`src/verilog/chan_xfer_pkg.sv`:
```
/*
 * Constants, bit positions and state encoding for the buffered channel transfer block.
 * Assumes every file that needs these names refers to them as chan_xfer_pkg::name.
 */
`default_nettype none

package chan_xfer_pkg;

	// ----------------------------------------------------------------
	// widths and buffer depth
	// ----------------------------------------------------------------
	localparam int BYTE_W    = 8;
	localparam int CNT_W     = 16;
	localparam int CTL_W     = 8;
	localparam int BUF_DEPTH = 2;

	// ----------------------------------------------------------------
	// field positions
	// ----------------------------------------------------------------
	localparam int CTL_XFER     = 0;
	localparam int CTL_WRITE    = 1;
	localparam int CTL_SUPP     = 5;
	localparam int INT_CNT_ZERO = 0;
	localparam int INT_CHAN     = 5;
	localparam int FLAG_CMD_OUT = 4;

	// ----------------------------------------------------------------
	// values after reset and fixed counts
	// ----------------------------------------------------------------
	localparam logic [CTL_W-1:0]  CTL_RST  = 8'h00;
	localparam logic [CNT_W-1:0]  CNT_RST  = 16'h0000;
	localparam logic [CNT_W-1:0]  CNT_ONE  = 16'h0001;
	localparam logic [BYTE_W-1:0] BYTE_RST = 8'h00;

	// ----------------------------------------------------------------
	// handshake sequencer states
	// ----------------------------------------------------------------
	typedef enum logic [1:0] {
		HS_IDLE = 2'b00,
		HS_REQ  = 2'b01,
		HS_DROP = 2'b10,
		HS_STOP = 2'b11
	} hs_state_t;

endpackage

`default_nettype wire

```
`src/verilog/sync2.sv`:
```
/*
 * Two flip-flop synchroniser for a group of asynchronous channel lines.
 * Assumes the lines of a group are stable around the tag that qualifies them.
 */
`default_nettype none

module sync2 #(
	parameter int W = 1
) (
	// clock and reset
	input  wire logic         clk,
	input  wire logic         sys_rst,
	input  wire logic         clk_en,
	// lines
	input  wire logic [W-1:0] d_async,
	output logic      [W-1:0] q
);

	logic [W-1:0] meta_r;
	logic [W-1:0] q_r;

	// first stage feeds only the second
	always_ff @(posedge clk or posedge sys_rst) begin
		if (sys_rst) begin
			meta_r <= '0;
			q_r    <= '0;
		end else if (clk_en) begin
			meta_r <= d_async;
			q_r    <= meta_r;
		end
	end

	assign q = q_r;

endmodule

`default_nettype wire

```
`src/verilog/byte_pair_buf.sv`:
```
/*
 * Two-stage byte buffer between the microprogram and the channel.
 * Assumes the caller never pushes when full nor pops when empty.
 */
`default_nettype none

module byte_pair_buf (
	// clock and reset
	input  wire logic                              clk,
	input  wire logic                              sys_rst,
	input  wire logic                              clk_en,
	input  wire logic                              flush,
	// fill side
	input  wire logic                              push,
	input  wire logic [chan_xfer_pkg::BYTE_W-1:0]  push_data,
	// drain side
	input  wire logic                              pop,
	output logic      [chan_xfer_pkg::BYTE_W-1:0]  head,
	output logic                                   full,
	output logic                                   empty
);

	logic [chan_xfer_pkg::BYTE_W-1:0] stage_r [0:chan_xfer_pkg::BUF_DEPTH-1];
	logic       wr_ptr_r;
	logic       rd_ptr_r;
	logic [1:0] fill_r;

	wire do_push = push && !full;
	wire do_pop  = pop && !empty;

	always_ff @(posedge clk or posedge sys_rst) begin
		if (sys_rst) begin
			stage_r[0] <= chan_xfer_pkg::BYTE_RST;
			stage_r[1] <= chan_xfer_pkg::BYTE_RST;
			wr_ptr_r   <= 1'b0;
			rd_ptr_r   <= 1'b0;
			fill_r     <= 2'h0;
		end else if (clk_en) begin
			if (flush) begin
				wr_ptr_r <= 1'b0;
				rd_ptr_r <= 1'b0;
				fill_r   <= 2'h0;
			end else begin
				if (do_push) begin
					stage_r[wr_ptr_r] <= push_data;
					wr_ptr_r          <= ~wr_ptr_r;
				end
				if (do_pop)
					rd_ptr_r <= ~rd_ptr_r;
				fill_r <= fill_r + {1'b0, do_push} - {1'b0, do_pop};
			end
		end
	end

	assign head  = stage_r[rd_ptr_r];
	assign full  = (fill_r == 2'(chan_xfer_pkg::BUF_DEPTH));
	assign empty = (fill_r == 2'h0);

endmodule

`default_nettype wire

```
`src/verilog/channel_buffered_transfer.sv`:
```
/*
 * Buffered byte transfer between a bus-and-tag channel and the microprogram.
 * Assumes channel lines are asynchronous; microprogram strobes are one-cycle
 * pulses on clk.
 */
`default_nettype none

// Operation
// - transfer bit 0 starts, clearing ends it
// - control bit 1 selects write, else read
// - decrement count on each completed handshake
// - at zero, latch sets and requests stop
// - latch sets on handshake with count one
// - count-zero latch is interrupt register bit 0
// - count reload clears the count-zero latch
// - count load only while transfer bit clear
// - transfer clear: data registers mirror bus lines
// - transfer set: two-byte buffer in path
// - read: raise buffer-ready and queue-empty conditions
// - loaded byte driven on bus, request raised
// - both stages full clears buffer-ready
// - matching data out or service out accepts, command out rejects
// - alternate data-in and service-in requests
// - truncation: no decrement, flag interrupt bit 5
// - address out halts; microprogram clears transfer
// - suppressible transfer waits while suppress out
// - outbound load refused while buffer not ready
module channel_buffered_transfer (
	// clock and reset
	input  wire logic                              clk,
	input  wire logic                              sys_rst,
	input  wire logic                              clk_en,
	// microprogram side
	input  wire logic                              ctl_wr,
	input  wire logic [chan_xfer_pkg::CTL_W-1:0]   ctl_data,
	input  wire logic                              count_load,
	input  wire logic [chan_xfer_pkg::CNT_W-1:0]   count_data,
	input  wire logic                              outbound_load,
	input  wire logic [chan_xfer_pkg::BYTE_W-1:0]  outbound_data,
	input  wire logic                              inbound_take,
	input  wire logic                              man_data_in,
	input  wire logic                              man_service_in,
	// microprogram status
	output logic      [chan_xfer_pkg::CTL_W-1:0]   channel_control_reg,
	output logic      [chan_xfer_pkg::CNT_W-1:0]   byte_count_reg,
	output logic      [chan_xfer_pkg::BYTE_W-1:0]  inbound_data_reg,
	output logic      [7:0]                        int_reg,
	output logic      [7:0]                        channel_flag_reg,
	output logic                                   buffer_ready_cond,
	output logic                                   queue_empty_cond,
	// channel lines
	input  wire logic [chan_xfer_pkg::BYTE_W-1:0]  bus_out,
	input  wire logic                              data_out,
	input  wire logic                              service_out,
	input  wire logic                              command_out,
	input  wire logic                              address_out,
	input  wire logic                              suppress_out,
	output logic      [chan_xfer_pkg::BYTE_W-1:0]  bus_in,
	output logic                                   data_in,
	output logic                                   service_in
);

	// ----------------------------------------------------------------
	// channel line synchronisation
	// ----------------------------------------------------------------
	logic [chan_xfer_pkg::BYTE_W-1:0] s_bus_out;
	logic s_data_out;
	logic s_svc_out;
	logic s_cmd_out;
	logic s_addr_out;
	logic s_supp_out;

	// bus and tags share one delay so data is settled when its tag arrives
	sync2 #(.W(chan_xfer_pkg::BYTE_W + 5)) u_sync (
		.clk     (clk),
		.sys_rst (sys_rst),
		.clk_en  (clk_en),
		.d_async ({bus_out, data_out, service_out, command_out, address_out, suppress_out}),
		.q       ({s_bus_out, s_data_out, s_svc_out, s_cmd_out, s_addr_out, s_supp_out})
	);

	// ----------------------------------------------------------------
	// state
	// ----------------------------------------------------------------
	logic [chan_xfer_pkg::CTL_W-1:0]  ctl_r;
	logic [chan_xfer_pkg::CTL_W-1:0]  ctl_nxt;
	logic [chan_xfer_pkg::CNT_W-1:0]  cnt_r;
	logic [chan_xfer_pkg::CNT_W-1:0]  cnt_nxt;
	logic                             czero_r;
	logic                             czero_nxt;
	logic                             trunc_r;
	logic                             trunc_nxt;
	logic                             halt_r;
	logic                             halt_nxt;
	logic                             use_svc_r;
	logic                             use_svc_nxt;
	chan_xfer_pkg::hs_state_t         state_r;
	chan_xfer_pkg::hs_state_t         state_nxt;
	logic [chan_xfer_pkg::BYTE_W-1:0] bus_in_r;
	logic [chan_xfer_pkg::BYTE_W-1:0] bus_in_nxt;
	logic [chan_xfer_pkg::BYTE_W-1:0] ibd_r;
	logic [chan_xfer_pkg::BYTE_W-1:0] ibd_nxt;
	logic                             di_r;
	logic                             si_r;
	logic                             cbr_r;
	logic                             qe_r;
	logic [7:0]                       int_r;
	logic [7:0]                       int_nxt;
	logic [7:0]                       flag_r;
	logic [7:0]                       flag_nxt;

	// ----------------------------------------------------------------
	// decode
	// ----------------------------------------------------------------
	logic [chan_xfer_pkg::BYTE_W-1:0] buf_head;
	logic buf_full;
	logic buf_empty;

	wire xfer = ctl_r[chan_xfer_pkg::CTL_XFER];
	wire wr   = ctl_r[chan_xfer_pkg::CTL_WRITE];
	wire supp = ctl_r[chan_xfer_pkg::CTL_SUPP];

	wire out_tag  = use_svc_r ? s_svc_out : s_data_out;
	wire accept   = (state_r == chan_xfer_pkg::HS_REQ) && xfer && out_tag;
	wire trunc_ev = (state_r == chan_xfer_pkg::HS_REQ) && xfer && s_cmd_out && !out_tag;
	wire supp_hold = supp && s_supp_out;
	wire room     = wr ? !buf_full : !buf_empty;
	wire may_req  = xfer && !czero_r && !trunc_r && !halt_r && !supp_hold && room;
	wire tags_low = !s_data_out && !s_svc_out && !s_cmd_out;

	// the count is asynchronous to the microprogram while a transfer runs
	wire cnt_load_ok = count_load && !xfer;
	// a load into a full read buffer would overwrite an unsent byte
	wire obd_load_ok = outbound_load && xfer && !wr && !buf_full;
	wire ibd_take_ok = inbound_take && xfer && wr && !buf_empty;
	wire xfer_start  = ctl_wr && ctl_data[chan_xfer_pkg::CTL_XFER];

	// read: microprogram fills, channel drains; write: the reverse
	wire buf_push = wr ? accept : obd_load_ok;
	wire buf_pop  = wr ? ibd_take_ok : accept;
	wire [chan_xfer_pkg::BYTE_W-1:0] buf_wdata = wr ? s_bus_out : outbound_data;

	byte_pair_buf u_buf (
		.clk       (clk),
		.sys_rst   (sys_rst),
		.clk_en    (clk_en),
		.flush     (!xfer),
		.push      (buf_push),
		.push_data (buf_wdata),
		.pop       (buf_pop),
		.head      (buf_head),
		.full      (buf_full),
		.empty     (buf_empty)
	);

	// ----------------------------------------------------------------
	// next-state logic
	// ----------------------------------------------------------------
	always_comb begin
		state_nxt = state_r;
		case (state_r)
			chan_xfer_pkg::HS_IDLE: begin
				if (may_req)
					state_nxt = chan_xfer_pkg::HS_REQ;
			end
			chan_xfer_pkg::HS_REQ: begin
				if (!xfer)
					state_nxt = chan_xfer_pkg::HS_IDLE;
				else if (accept)
					state_nxt = chan_xfer_pkg::HS_DROP;
				else if (trunc_ev)
					state_nxt = chan_xfer_pkg::HS_STOP;
			end
			chan_xfer_pkg::HS_DROP: begin
				if (tags_low || !xfer)
					state_nxt = chan_xfer_pkg::HS_IDLE;
			end
			chan_xfer_pkg::HS_STOP: begin
				if (!xfer)
					state_nxt = chan_xfer_pkg::HS_IDLE;
			end
			default: begin
				state_nxt = chan_xfer_pkg::HS_IDLE;
			end
		endcase
	end

	always_comb begin
		ctl_nxt = ctl_wr ? ctl_data : ctl_r;
		cnt_nxt = cnt_r;
		if (cnt_load_ok)
			cnt_nxt = count_data;
		else if (accept)
			cnt_nxt = cnt_r - chan_xfer_pkg::CNT_ONE;
		// set wins over reload; the two cannot meet since reload needs transfer clear
		czero_nxt = (accept && cnt_r == chan_xfer_pkg::CNT_ONE)
			|| (czero_r && !cnt_load_ok);
		trunc_nxt = trunc_ev || (trunc_r && !xfer_start);
		halt_nxt  = (xfer && s_addr_out) || (halt_r && !xfer_start);
		// first request of a transfer is data in, then alternate
		use_svc_nxt = !xfer ? 1'b0 : (accept ? !use_svc_r : use_svc_r);
	end

	always_comb begin
		if (xfer && !wr)
			bus_in_nxt = buf_head;
		else if (outbound_load && !xfer)
			bus_in_nxt = outbound_data;
		else
			bus_in_nxt = bus_in_r;
		ibd_nxt  = (xfer && wr) ? buf_head : s_bus_out;
		int_nxt  = 8'h00;
		int_nxt[chan_xfer_pkg::INT_CNT_ZERO] = czero_nxt;
		int_nxt[chan_xfer_pkg::INT_CHAN]     = trunc_nxt || halt_nxt;
		flag_nxt = 8'h00;
		flag_nxt[chan_xfer_pkg::FLAG_CMD_OUT] = trunc_nxt;
	end

	wire req_nxt = (state_nxt == chan_xfer_pkg::HS_REQ);
	wire di_nxt  = xfer ? (req_nxt && !use_svc_nxt) : man_data_in;
	wire si_nxt  = xfer ? (req_nxt && use_svc_nxt) : man_service_in;
	// read: a free stage; write: a byte waiting; queue empty also at count zero
	wire cbr_nxt = xfer && (wr ? !buf_empty : !buf_full);
	wire qe_nxt  = xfer && ((!wr && buf_empty) || czero_r);

	// ----------------------------------------------------------------
	// registers
	// ----------------------------------------------------------------
	always_ff @(posedge clk or posedge sys_rst) begin
		if (sys_rst) begin
			ctl_r     <= chan_xfer_pkg::CTL_RST;
			cnt_r     <= chan_xfer_pkg::CNT_RST;
			czero_r   <= 1'b0;
			trunc_r   <= 1'b0;
			halt_r    <= 1'b0;
			use_svc_r <= 1'b0;
			state_r   <= chan_xfer_pkg::HS_IDLE;
		end else if (clk_en) begin
			ctl_r     <= ctl_nxt;
			cnt_r     <= cnt_nxt;
			czero_r   <= czero_nxt;
			trunc_r   <= trunc_nxt;
			halt_r    <= halt_nxt;
			use_svc_r <= use_svc_nxt;
			state_r   <= state_nxt;
		end
	end

	always_ff @(posedge clk or posedge sys_rst) begin
		if (sys_rst) begin
			bus_in_r <= chan_xfer_pkg::BYTE_RST;
			ibd_r    <= chan_xfer_pkg::BYTE_RST;
			di_r     <= 1'b0;
			si_r     <= 1'b0;
			cbr_r    <= 1'b0;
			qe_r     <= 1'b0;
			int_r    <= 8'h00;
			flag_r   <= 8'h00;
		end else if (clk_en) begin
			bus_in_r <= bus_in_nxt;
			ibd_r    <= ibd_nxt;
			di_r     <= di_nxt;
			si_r     <= si_nxt;
			cbr_r    <= cbr_nxt;
			qe_r     <= qe_nxt;
			int_r    <= int_nxt;
			flag_r   <= flag_nxt;
		end
	end

	assign channel_control_reg = ctl_r;
	assign byte_count_reg      = cnt_r;
	assign inbound_data_reg    = ibd_r;
	assign int_reg             = int_r;
	assign channel_flag_reg    = flag_r;
	assign buffer_ready_cond   = cbr_r;
	assign queue_empty_cond    = qe_r;
	assign bus_in              = bus_in_r;
	assign data_in             = di_r;
	assign service_in          = si_r;

	// ----------------------------------------------------------------
	// assertions
	// ----------------------------------------------------------------
	AST_START_XFER: assert property (@(posedge clk) disable iff (sys_rst || !clk_en)
		ctl_wr && ctl_data[chan_xfer_pkg::CTL_XFER] |=> xfer && !$past(trunc_ev) |-> !trunc_r)
		else $error("transfer start did not clear truncation");
	AST_DEC: assert property (@(posedge clk) disable iff (sys_rst || !clk_en)
		accept |=> cnt_r == $past(cnt_r) - chan_xfer_pkg::CNT_ONE)
		else $error("count not decremented on handshake");
	AST_CZ_SET: assert property (@(posedge clk) disable iff (sys_rst || !clk_en)
		accept && cnt_r == chan_xfer_pkg::CNT_ONE |=> czero_r ##1 int_r[0])
		else $error("count-zero latch not set");
	AST_NO_REQ_ZERO: assert property (@(posedge clk) disable iff (sys_rst || !clk_en)
		czero_r && state_r != chan_xfer_pkg::HS_REQ |=> state_r != chan_xfer_pkg::HS_REQ)
		else $error("request raised at count zero");
	AST_RELOAD: assert property (@(posedge clk) disable iff (sys_rst || !clk_en)
		count_load && !xfer |=> !czero_r && cnt_r == $past(count_data))
		else $error("reload did not clear count-zero");
	AST_LOAD_LOCK: assert property (@(posedge clk) disable iff (sys_rst || !clk_en)
		xfer && count_load && !accept |=> cnt_r == $past(cnt_r))
		else $error("count loaded during transfer");
	AST_TRUNC: assert property (@(posedge clk) disable iff (sys_rst || !clk_en)
		trunc_ev |=> trunc_r && cnt_r == $past(cnt_r) && state_r == chan_xfer_pkg::HS_STOP)
		else $error("truncation mishandled");
	AST_SUPP: assert property (@(posedge clk) disable iff (sys_rst || !clk_en)
		supp_hold && state_r == chan_xfer_pkg::HS_IDLE |=> !di_r && !si_r)
		else $error("request raised under suppress out");
	AST_FULL_CBR: assert property (@(posedge clk) disable iff (sys_rst || !clk_en)
		xfer && !wr && buf_full |=> !cbr_r)
		else $error("buffer-ready set with both stages full");
	AST_DIRECT: assert property (@(posedge clk) disable iff (sys_rst || !clk_en)
		!xfer |=> ibd_r == $past(s_bus_out))
		else $error("inbound register not mirroring bus");

endmodule

`default_nettype wire

```
`config.mk`:
```
export PLATFORM = sky130hd
export DESIGN_NAME = channel_buffered_transfer
export DESIGN_NICKNAME = d
export VERILOG_FILES = /design/src/verilog/chan_xfer_pkg.sv /design/src/verilog/sync2.sv /design/src/verilog/byte_pair_buf.sv /design/src/verilog/channel_buffered_transfer.sv
export SDC_FILE = /design/constraint.sdc
export NUM_CORES = 1
export LEC_CHECK = 0
export BUFFER_PORTS_ARGS = -buffer_cell sky130_fd_sc_hd__buf_2
export CORE_MARGIN = 8
export CORE_UTILIZATION = 59
export CTS_CLUSTER_DIAMETER = 30
export DETAILED_ROUTE_END_ITERATION = 7
export PLACE_DENSITY = 0.9
export SLEW_MARGIN = 5
export SYNTH_ARGS = -nofsm -noshare
export SYNTH_HDL_FRONTEND = slang
export SYNTH_HIERARCHICAL = 1
export SYNTH_SLANG_ARGS = --single-unit
```
`constraint.sdc`:
```
create_clock -name clk -period 5.3 [get_ports clk]
set_clock_uncertainty 0.15 [all_clocks]
set_input_delay 0.265 -clock clk [delete_from_list [all_inputs] [get_ports clk]]
set_output_delay 0.265 -clock clk [all_outputs]
set_load 0.01 [all_outputs]
```
# Word level (Yosys, flattened, before mapping)
# Index checks and enable logic that the tools add are counted.
[totals]
regBits = 98
latchBits = 0
mem_bits_rw = 0
romBits = 0
in_bits = 54
output_inout_bits = 60
memories = 0
[op_classes]
n_addsub = 3
mul = 0
n_div = 0
magnitude_cmp = 3
eq_ne = 8
shift = 0
n_mux = 33
bitwise = 4
reduce_logical = 68
[op_table]
columns = ["cell", "count"]
rows = [
  ["$mux 8", 8],
  ["$logic_and 1x1->1", 36],
  ["$mux 16", 2],
  ["$bwmux 16", 1],
  ["$eq 16x1->1 const B", 1],
  ["$logic_not 1->1", 16],
  ["$sub 16x1->16 const B", 1],
  ["$mux 2", 7],
  ["$mux 1", 13],
  ["$reduce_and 2->1", 5],
  ["$demux 8 s1", 1],
  ["$pmux 2 s4", 1],
  ["$eq 2x2->1 const B", 3],
  ["$logic_or 1x1->1", 6],
  ["$eq 2x1->1 const B", 2],
  ["$ge 2x2->1 const B", 2],
  ["$logic_not 2->1", 2],
  ["$ne 2x1->1 const B", 2],
  ["$not 1->2", 2],
  ["$reduce_bool 2->1", 2],
  ["$reduce_and 3->1", 1],
  ["$add 2x1->2", 1],
  ["$lt 2x1->1 const B", 1],
  ["$not 1->1", 2],
  ["$sub 2x1->2", 1],
]

# Logic depth before layout (Yosys ltp)
# Gate-level depths: netlist (run 1).
[logic_depth]
ltp_word = 11
mapped_depth = 12
ltp_nobuf = 12

# Hierarchy
# Netlist (run 1), hierarchy kept.
[by_module_without_submodules]
columns = ["mod", "n_inst", "cells_per_inst", "area_per_inst_um2"]
rows = [
  ["channel_buffered_transfer", 1, 315, 2982.9],
  ["sync2", 1, 56, 1073.5],
  ["byte_pair_buf", 1, 71, 973.4],
]

# Worst setup path before layout (run 1)
# No wires, ideal clock.
[synth_timing]
path_kind = "reg2reg"
start = "reg ctl_r (netlist bit channel_control_reg[1])"
end = "reg u_buf.fill_r[1]"
setup_time_ns = 0.121
t_arrival_ns = 2.321
required_time_ns = 5.029
slack_ns = 2.708
path_stages_with_launch = 12
n_path_buf = 2
cell_sequence = "dfrtp_1 buf_2 clkbuf_1 a22oi_1 nor2_1 nand2_1 ha_1 inv_1 ha_1 xor2_1 o21ai_0 a22o_1"
[synth_between]
elab_chain_cells = 8
[synth_lines]
columns = ["item", "line", "source"]
rows = [
  ["start: declaration", "channel_buffered_transfer.sv:85", "logic [chan_xfer_pkg::CTL_W-1:0] ctl_r;"],
  ["start signal: assignment", "channel_buffered_transfer.sv:231", "ctl_r <= chan_xfer_pkg::CTL_RST;"],
  ["start signal: assignment", "channel_buffered_transfer.sv:239", "ctl_r <= ctl_nxt;"],
  ["$logic_not 1->1", "channel_buffered_transfer.sv:134", "wire obd_load_ok = outbound_load && xfer && !wr && !buf_full;"],
  ["$logic_and 1x1->1 (2 in series)", "channel_buffered_transfer.sv:134", ""],
  ["$mux 1 *", "channel_buffered_transfer.sv:139", "wire buf_push = wr ? accept : obd_load_ok;"],
  ["named net buf_push", "channel_buffered_transfer.sv:139", ""],
  ["$logic_and 1x1->1 *", "byte_pair_buf.sv:28", "wire do_push = push && !full;"],
  ["$add 2x1->2 *", "byte_pair_buf.sv:50", "fill_r <= fill_r + {1'b0, do_push} - {1'b0, do_pop};"],
  ["$sub 2x1->2 *", "byte_pair_buf.sv:50", ""],
  ["$mux 2 *", "byte_pair_buf.sv:39", "if (flush) begin"],
  ["end signal: assignment", "byte_pair_buf.sv:50", ""],
  ["end: declaration", "byte_pair_buf.sv:26", "logic [1:0] fill_r;"],
]
# The timed path passes the listed nets; every way through them passes the cells marked *.
# A chain may end at the register's enable or synchronous reset.

# Worst setup path after layout (run 1)
# Same ends and word-level chain as after synthesis.

==> impl_metrics.toml, run 1 <==
[setup_path]
worstRegToRegCells = 9
critPathArrivalTime_ns = 2.98
criticalPathCategory = "flip-flop to flip-flop"
crit_path_end_kind = "flip-flop"
critPathRequiredTime_ns = 5.40
r2r-end = "u_buf/fill_r[1]$_DFFE_PP0P_"
start_kind = "flip-flop"
crit_path_max_incr_delay_ns = 0.79
critPathMaxFanout = 18
startpoint = "channel_control_reg[1]$_DFFE_PP0P_"
cp.depth = 9
r2r_start = "channel_control_reg[1]$_DFFE_PP0P_"
crit_top_cell = "ha_1"
cpLargestDelayFamily = "flip-flops"
r2r_setup_slack_ns = 2.42
cp-endpoint = "u_buf/fill_r[1]$_DFFE_PP0P_"
cp_cell_sequence = "a22oi_1, nor2_1, nand2_1, ha_1, inv_1, ha_1, xor2_1, o21ai_0, a22o_1"
slowest_stage = "dfrtp_1"
crit_buf_inv = 1

[detailed_routing]
firstDrtPassIters = 4
drtIter0Drc = 178
vias = 3821
via_per_inst = 5.71
drc = 0
wl_um = 12200
wl_per_cell_um = 18.3
antenna_left = 0

[timing]
period_needed_ns = 2.88
maxSlewViolCount = 0
rsz0062_at_grt = "no"
finalCritPeriodShare_pct = 54.3
setup-tns-final_ns = 0
max_freq_mhz = 347
worstMarginPinSlew_ns = 1.10
setup_viol = 0
finalHoldViolations = 0
max_slew_margin_pct = 26.9

[power_and_ir_drop]
power_uw = 2210
leakage_uw = 0.00284
pwr-share-comb_pct = 29.9
intPower_uw = 1430
pwr-share-seq_pct = 49.7
switchingPower_uw = 782
power.share.clock_pct = 20.4
p_sw_share_pct = 35.4
cellPowerDensity_nw_per_um2 = 372
irDropWorstVdd_v = 0.000206

[clocking]
h-tree-depth = 3
cts_buffer_depth = 2
root_buffer = "clkbuf_8"
cts_tree = "yes"
cts-resized-gates = 0
cts_sinks = 97
cts-buffers-inserted = 9
cts.clk_slew.worst_paths_ns = 0.10
clock_latency_ns = 0.36

[final_layout]
area_growth_pct = 18.0
drive_above_1_share_pct = 35.9
fillCellCount = 589
final_core_util_pct = 71.9
fin_nets = 616

[hold_path]
hold_depth = 3
hp-class = "input port to flip-flop"

[global_routing]
grt_max_degree = 52
grt_overflow_total = 0
antenna_found_initial = 0
track_usage_pct = 20.9
grt_pass1_vias = 3999
grt_pass1_wl_um = 19400

[placed_design]
io_buffers = 100
gp_congestion = 0.820
dp_hpwl_um = 8600

[die]
fp-row-count = 33
die_w_um = 108
initial_utilization_pct = 60.9
die_area_sq_um = 11700
io_pins = 114
die_y_um = 108
core_area_sq_um = 8260

[synth]
ys_seq_elements = 97
syn_area_sq_um = 5030
ys_types = 56
ys_warn_count = 6
netlist_instances = 442
synth.avg_cell_area_sq_um = 11.4
ys_seq_area_share_pct = 48.3

[status]
status = "completed"

[flow_run]
maxCapViolCount = 0
-- layer usage --
layer	global-route usage [%]	part of all wire, %	vias up
met2	36.1	50	161
li1	-	-	1781
met3	4.22	7.9	20
met5	0	0	-
met1	24.9	40	1859
met4	8.99	2.0	0
-- power groups by stage --
stage	Clock [uW]	Combinational (uW)	Sequential (uW)
after floorplan	0	413	1100
after global placement	0	612	1090
after detailed placement	0	644	1110
after CTS	463	661	1090
after global routing	495	723	1120
final	451	660	1100
-- cell usage after synthesis (all sizes together) --
cell type  instances  area share, %
dfrtp             97             48
mux2              68             17
nor2              33            2.5
nand2             29            2.2
o21ai             26            2.7
buf               24            3.9
a21oi             21            2.1
mux2i             20            4.1
inv               16            1.2
nand3             12            1.2
clkbuf            11           0.82
nor2b              8            1.0
nand4              6            1.3
nor3               6           0.82
a22oi              5           0.75
a2bb2oi            5           0.87
o211ai             5           0.75
a22o               4           0.70
ha                 4            1.0
nand2b             4           0.55
nor4               4           0.80
o22ai              4           0.50
a21boi             3           0.45
a31oi              3           0.37
nand3b             2           0.30
nor4b              2           0.95
o21a               2           0.30
o221ai             2           0.35
a211o              1           0.20
a211oi             1           0.15
a32oi              1           0.17
and2               1           0.12
and2b              1           0.17
and3               1           0.12
conb               1          0.075
nor3b              1           0.15
nor4bb             1           0.20
o22a               1           0.17
o311ai             1           0.32
o32ai              1           0.17
or2                1           0.12
or2b               1           0.17
or3b               1           0.22
xor2               1           0.17
-- worst min-delay path by stage --
stage / endpoint / start
after floorplan: u_buf/fill_r[0]$_DFFE_PP0P_ / sys_rst
after global placement: bus_in[2]$_DFFE_PP0P_ / bus_in[2]$_DFFE_PP0P_
after detailed placement: bus_in[0]$_DFFE_PP0P_ / bus_in[0]$_DFFE_PP0P_
after CTS: byte_count_reg[0]$_DFFE_PP0P_ / count_data[0]
after global routing: byte_count_reg[0]$_DFFE_PP0P_ / count_data[0]
final: byte_count_reg[0]$_DFFE_PP0P_ / count_data[0]
-- what timing repair did --
action,in CTS,in global routing
hold endpoints to repair,45,0
setup buffers,0,0
hold buffers,26,0
-- cell usage in the layout, fill, tap and decap left out, types with 13 or more instances in the layout --
cell type / instances
inv_1: 15
conb_1: 13
buf_2: 99
mux2i_1: 19
mux2_2: 48
a21oi_1: 21
dfrtp_1: 97
nand2_1: 29
dlygate4sd3_1: 26
mux2_4: 20
nor2_1: 33
o21ai_0: 25
-- area by class of cell --
| class | instances | area (sq um) | share of cell area [%] |
|---|---|---|---|
| Sequential cell | 97 | 2430 | 40.9 |
| Clock inverter | 7 | 62.6 | 1.05 |
| Multi-Input combinational cell | 306 | 2350 | 39.6 |
| Tap cell | 105 | 131 | 2.21 |
| Inverter | 16 | 60.1 | 1.01 |
| Timing Repair Buffer | 128 | 778 | 13.1 |
| Antenna cell | 1 | 2.50 | 0.0421 |
| Clock buffer | 9 | 124 | 2.09 |
-- tightest hold or removal path: stages --
cell      delay, ns
buf_2          0.09
nand3_1        0.07
o211ai_1       0.08
-- cell families after synthesis --
| logic type | share of synthesized area (%) |
|---|---|
| xor gates and xnor gates | 0.174 |
| other | 0.0746 |
| DFF | 48.3 |
| muxes | 20.8 |
| AOI/OAI and AO/OA | 11.0 |
| adders and majority gates | 0.995 |
| and+or+nand+nor | 12.9 |
| buffers and inverters | 5.90 |
-- through the flow --
stage | hold slack (ns) | instances | worst slack (ns) | cell area [sq um]
2_1_floorplan | 0.0788 | 454 | 2.71 | 5070
3_3_place_gp | 0.313 | 626 | 2.74 | 5490
3_5_place_dp | 0.324 | 626 | 2.49 | 5490
4_1_cts | 0.0204 | 668 | 2.46 | 5930
5_1_grt | 0.0504 | 668 | 2.29 | 5930
6_report | 0.0329 | 669 | 2.42 | 5940
Power figures use the tool's default switching activity.
==> inputs of run 2 (changes only) <==
--- a/config.mk
+++ b/config.mk
@@ -7,10 +7,10 @@
 export LEC_CHECK = 0
 export BUFFER_PORTS_ARGS = -buffer_cell sky130_fd_sc_hd__buf_2
 export CORE_MARGIN = 8
-export CORE_UTILIZATION = 59
+export CORE_UTILIZATION = 49
 export CTS_CLUSTER_DIAMETER = 30
 export DETAILED_ROUTE_END_ITERATION = 7
-export PLACE_DENSITY = 0.9
+export PLACE_DENSITY = 0.8
 export SLEW_MARGIN = 5
 export SYNTH_ARGS = -nofsm -noshare
 export SYNTH_HDL_FRONTEND = slang
==> constraint.sdc (replaced) <==
create_clock -name clk -period 2.5 [get_ports clk]
set_clock_uncertainty 0.15 [all_clocks]
set_input_delay 0.125 -clock clk [delete_from_list [all_inputs] [get_ports clk]]
set_output_delay 0.125 -clock clk [all_outputs]
set_load 0.01 [all_outputs]
==> impl_metrics.toml, run 2 (synthesis gave the netlist of run 1 again) <==
[final_layout]
drive_above_1_share_pct = 36.6
diodes = 0
layout_common_cells = "buf_2, dfrtp_1, mux2_2, dlygate4sd3_1, nor2_1"
fin_area_sq_um = 6330
fin_nets = 649
area_growth_pct = 25.8
final_common_cell = "buf_2"
final_core_util_pct = 62.4
fillCellCount = 764

[detailed_routing]
firstDrtPassIters = 4
vias = 3974
wl_per_cell_um = 17.2
drc = 0
wl_um = 12600
drtIter0Drc = 306
antenna_left = 0
via_per_inst = 5.43

[setup_path]
slowest_stage = "dfrtp_1"
start_kind = "flip-flop"
critPathMaxFanout = 4
criticalPathCategory = "flip-flop to flip-flop"
crit_path_max_incr_delay_ns = 0.43
crit_top_cell = "ha_1"
cp_cell_sequence = "mux2i_2, nor3_2, a21oi_2, nor2_1, o21a_1, ha_1, inv_1, ha_1, xor2_1, o21ai_1, a22o_1"
critPathArrivalTime_ns = 2.47
critPathRequiredTime_ns = 2.62
crit_buf_inv = 1
crit_path_end_kind = "flip-flop"
cpLargestDelayFamily = "compound AO/OA/AOI/OAI gates"

[placed_design]
gp_congestion = 0.813
io_buffers = 100
post_dp_cell_area_sq_um = 5600
dp_hpwl_um = 8820

[timing]
finalCritPeriodShare_pct = 94.1
period_needed_ns = 2.35
setup_viol = 0
hold_slack_ns = 0.0280
worstMarginPinSlew_ns = 0.953
finalHoldViolations = 0
maxSlewViolCount = 0
setup-tns-final_ns = 0
max_freq_mhz = 425
max_slew_margin_pct = 36.4

[power_and_ir_drop]
switchingPower_uw = 1720
pwr-share-comb_pct = 30.5
irDropWorstVdd_v = 0.000468
p_sw_share_pct = 35.7
power_uw = 4810
leakage_uw = 0.00300
intPower_uw = 3090
cellPowerDensity_nw_per_um2 = 760
pwr-share-seq_pct = 47.7
power.share.clock_pct = 21.8

[die]
initial_utilization_pct = 49.6
die_w_um = 117
core_area_sq_um = 10100
io_pins = 114
die_area_sq_um = 13800
fp-row-count = 37
die_y_um = 117

[global_routing]
antenna_found_initial = 0
grt_pass1_wl_um = 20800
grt_max_degree = 35
grt_pass1_vias = 4163
grt_overflow_total = 0
track_usage_pct = 18.1

[clocking]
cts.clk_slew.worst_paths_ns = 0.11
cts-buffers-inserted = 9
root_buffer = "clkbuf_8"
h-tree-depth = 3
cts_tree = "yes"
cts_buffer_depth = 2
cts_sinks = 97
clock_latency_ns = 0.37

[hold_path]
hp-class = "input port to flip-flop"

[flow_run]
maxCapViolCount = 0

[status]
status = "completed"
[run 2: power by group through the flow]
stage	Sequential (uW)	Combinational, uW	Clock [uW]
after CTS	2290	1460	1060
final	2300	1470	1050
after global routing	2340	1600	1150
after global placement	2280	1350	0
after detailed placement	2320	1400	0
after floorplan	2340	876	0
[run 2: path summary, 6_finish.rpt]
path	start	slack, ns	endpoint	cells after the start
hold / removal	count_data[5]	0.03	byte_count_reg[5]$_DFFE_PP0P_	4
max in group asynchronous	sys_rst	1.18	u_sync/meta_r[4]$_DFFE_PP0P_	3
min in group asynchronous	sys_rst	0.20	bus_in[5]$_DFFE_PP0P_	3
setup / recovery	use_svc_r$_DFFE_PP0P_	0.15	u_buf/fill_r[1]$_DFFE_PP0P_	11
hold reg to reg	bus_in[7]$_DFFE_PP0P_	0.35	bus_in[7]$_DFFE_PP0P_	2
setup reg to reg	use_svc_r$_DFFE_PP0P_	0.15	u_buf/fill_r[1]$_DFFE_PP0P_	11
[run 2: per-stage QoR]
step	setup slack, ns	std cells
6_report	0.149	732
5_1_grt	-0.00895	732
4_1_cts	0.0191	729
3_5_place_dp	0.0423	665
3_3_place_gp	0.177	665
2_1_floorplan	0.00488	454
[run 2: layer usage]
metal	up-vias	GRT usage (%)	wire length, um
met3	8	5.28	778
met1	1980	23.1	5550
met5	-	0	0
met4	0	4.54	76
met2	136	29.5	6170
li1	1850	-	-
[run 2: tightest hold or removal path: cells and delay by family]
family,cells,cell delay [ns]
buffers and inverters,1,0.08
AOI/OAI and AO/OA,2,0.29
and+or+nand+nor,1,0.03
[run 2: layout make-up]
class,count,area [sq um],share of cell area [%]
Clock inverter,7,81.3,1.29
Multi-Input combinational cell,306,2370,37.5
Timing Repair Buffer,161,1090,17.3
Tap cell,136,170,2.69
Clock buffer,9,124,1.96
Inverter,16,60.1,0.949
Sequential cell,97,2430,38.4
[run 2: repair_timing]
item,CTS,global route
hold buffers,48,0
endpoints found under the setup margin,0,1
buffers inserted,0,3
gates resized for setup,0,6
endpoints found under the hold margin,155,0
==> inputs of run 3 (changes only) <==
--- a/config.mk
+++ b/config.mk
@@ -6,7 +6,6 @@
 export NUM_CORES = 1
 export LEC_CHECK = 0
 export BUFFER_PORTS_ARGS = -buffer_cell sky130_fd_sc_hd__buf_2
-export CORE_MARGIN = 8
 export CORE_UTILIZATION = 49
 export CTS_CLUSTER_DIAMETER = 30
 export DETAILED_ROUTE_END_ITERATION = 7
==> impl_metrics.toml, run 3 (synthesis gave the netlist of run 1 again) <==
[status]
status = "completed"

[power_and_ir_drop]
cellPowerDensity_nw_per_um2 = 766
intPower_uw = 3180
switchingPower_uw = 1660
p_sw_share_pct = 34.3
pwr-share-comb_pct = 30.4
irDropWorstVdd_v = 0.000562
power.share.clock_pct = 22.1
pwr-share-seq_pct = 47.6
leakage_uw = 0.00299

[detailed_routing]
drtIter0Drc = 102
via_per_inst = 5.43
vias = 3962
top_layer = "met4"
wl_met1_um = 5140
route.met3.wl_um = 478
dr_wl_met2_um = 5820
antenna_left = 0
wl_um = 11700
firstDrtPassIters = 4
wl_per_cell_um = 16.0
drc = 0

[final_layout]
layout.cells.non_filler = 729
fillCellCount = 745
diodes = 0
layout_common_cells = "buf_2, dfrtp_1, mux2_2"
fin_nets = 649
final_core_util_pct = 64.0
final_common_cell = "buf_2"
drive_above_1_share_pct = 36.6
area_growth_pct = 25.5

[timing]
period_needed_ns = 2.33
maxSlewViolCount = 0
hold_slack_ns = 0.0216
max_freq_mhz = 429
worstMarginPinSlew_ns = 0.797
max_slew_margin_pct = 46.8
setup_viol = 0
finalHoldViolations = 0
rsz0062_at_grt = "no"
finalCritPeriodShare_pct = 93.3
setup-tns-final_ns = 0

[setup_path]
r2r_start = "use_svc_r$_DFFE_PP0P_"
critPathMaxFanout = 4
startpoint = "use_svc_r$_DFFE_PP0P_"
criticalPathCategory = "flip-flop to flip-flop"
worstRegToRegCells = 11
critPathRequiredTime_ns = 2.60
r2r_setup_slack_ns = 0.17
critPathArrivalTime_ns = 2.43
start_kind = "flip-flop"
r2r-end = "u_buf/fill_r[1]$_DFFE_PP0P_"
crit_path_end_kind = "flip-flop"
cp-endpoint = "u_buf/fill_r[1]$_DFFE_PP0P_"

[placed_design]
io_buffers = 100
dp_hpwl_um = 8150
dp_cells = 663
gp_congestion = 0.818

[hold_path]
hp-class = "input port to flip-flop"

[clocking]
h-tree-depth = 3
root_buffer = "clkbuf_8"
clock_latency_ns = 0.36
cts_buffer_depth = 2
cts.clk_slew.worst_paths_ns = 0.10
cts_sinks = 97
cts-buffers-inserted = 9
cts_tree = "yes"

[die]
io_pins = 114
die_area_sq_um = 10700
fp-row-count = 36
initial_utilization_pct = 51.0
die_w_um = 103
die_y_um = 103
core_area_sq_um = 9860

[global_routing]
grt_overflow_total = 0
grt_max_degree = 35
grt_pass1_vias = 3880
antenna_found_initial = 0
track_usage_pct = 22.6
grt_pass1_wl_um = 18300

[flow_run]
maxCapViolCount = 0
==> run 3: worst min-delay path by stage <==
stage / start / end / depth (start not counted)
2_1_floorplan: sys_rst / u_buf/fill_r[0]$_DFFE_PP0P_ / 1
3_3_place_gp: sys_rst / inbound_data_reg[6]$_DFFE_PP0P_ / 2
3_5_place_dp: sys_rst / inbound_data_reg[5]$_DFFE_PP0P_ / 2
4_1_cts: clk_en / byte_count_reg[11]$_DFFE_PP0P_ / 2
5_1_grt: clk_en / buffer_ready_cond$_DFFE_PP0P_ / 2
6_report: clk_en / byte_count_reg[11]$_DFFE_PP0P_ / 2
==> run 3: power by group through the flow <==
stage                     combinational [uW]  sequential [uW]  clock, uW
after floorplan                          876             2340          0
after global placement                  1340             2280          0
after detailed placement                1390             2320          0
after CTS                               1460             2290       1090
after global routing                    1620             2340       1150
final                                   1470             2300       1070
==> run 3: critical path, cell delays in order, from the launching register on <==
cell,delay (ns)
dfrtp_1,0.42
mux2i_2,0.28
nor2_1,0.08
a22oi_1,0.22
nor2_2,0.07
nand2_1,0.07
ha_1,0.23
inv_1,0.07
ha_2,0.20
xor2_2,0.15
o21ai_0,0.09
a22o_1,0.20
==> run 3: final cells by class <==
| cell class | count | area (sq um) | area share (%) |
|---|---|---|---|
| tap | 133 | 166 | 2.64 |
| timing repair buffer | 161 | 1090 | 17.3 |
| multi-input combinational | 306 | 2360 | 37.4 |
| sequential | 97 | 2430 | 38.4 |
| inverter | 16 | 60.1 | 0.951 |
| clock buffer | 9 | 124 | 1.96 |
| clock inverter | 7 | 82.6 | 1.31 |
==> run 3: metrics by stage <==
stage | instance area [sq um] | total power, uW | setup slack [ns]
3_5_place_dp | 5610 | 3720 | 0.00695
6_report | 6310 | 4830 | 0.167
4_1_cts | 6290 | 4840 | 0.152
2_1_floorplan | 5080 | 3220 | 0.00488
3_3_place_gp | 5610 | 3630 | 0.178
5_1_grt | 6310 | 5120 | 0.00290
==> run 3: per-layer routing <==
layer  global-route usage [%]  vias to the layer above
met5                        0                        -
met4                     10.6                        0
met3                     3.29                       22
li1                         -                     1848
met2                     39.4                      117
met1                     27.6                     1975
==> run 3: timing repair <==
| item | CTS | global route |
|---|---|---|
| pin swaps | 1 | 0 |
| hold buffers | 47 | 0 |
| hold endpoints to repair | 105 | 0 |
| cloned | 0 | 0 |
| endpoints found under the setup margin | 1 | 1 |
| setup buffers | 1 | 2 |
| resized for setup | 0 | 3 |
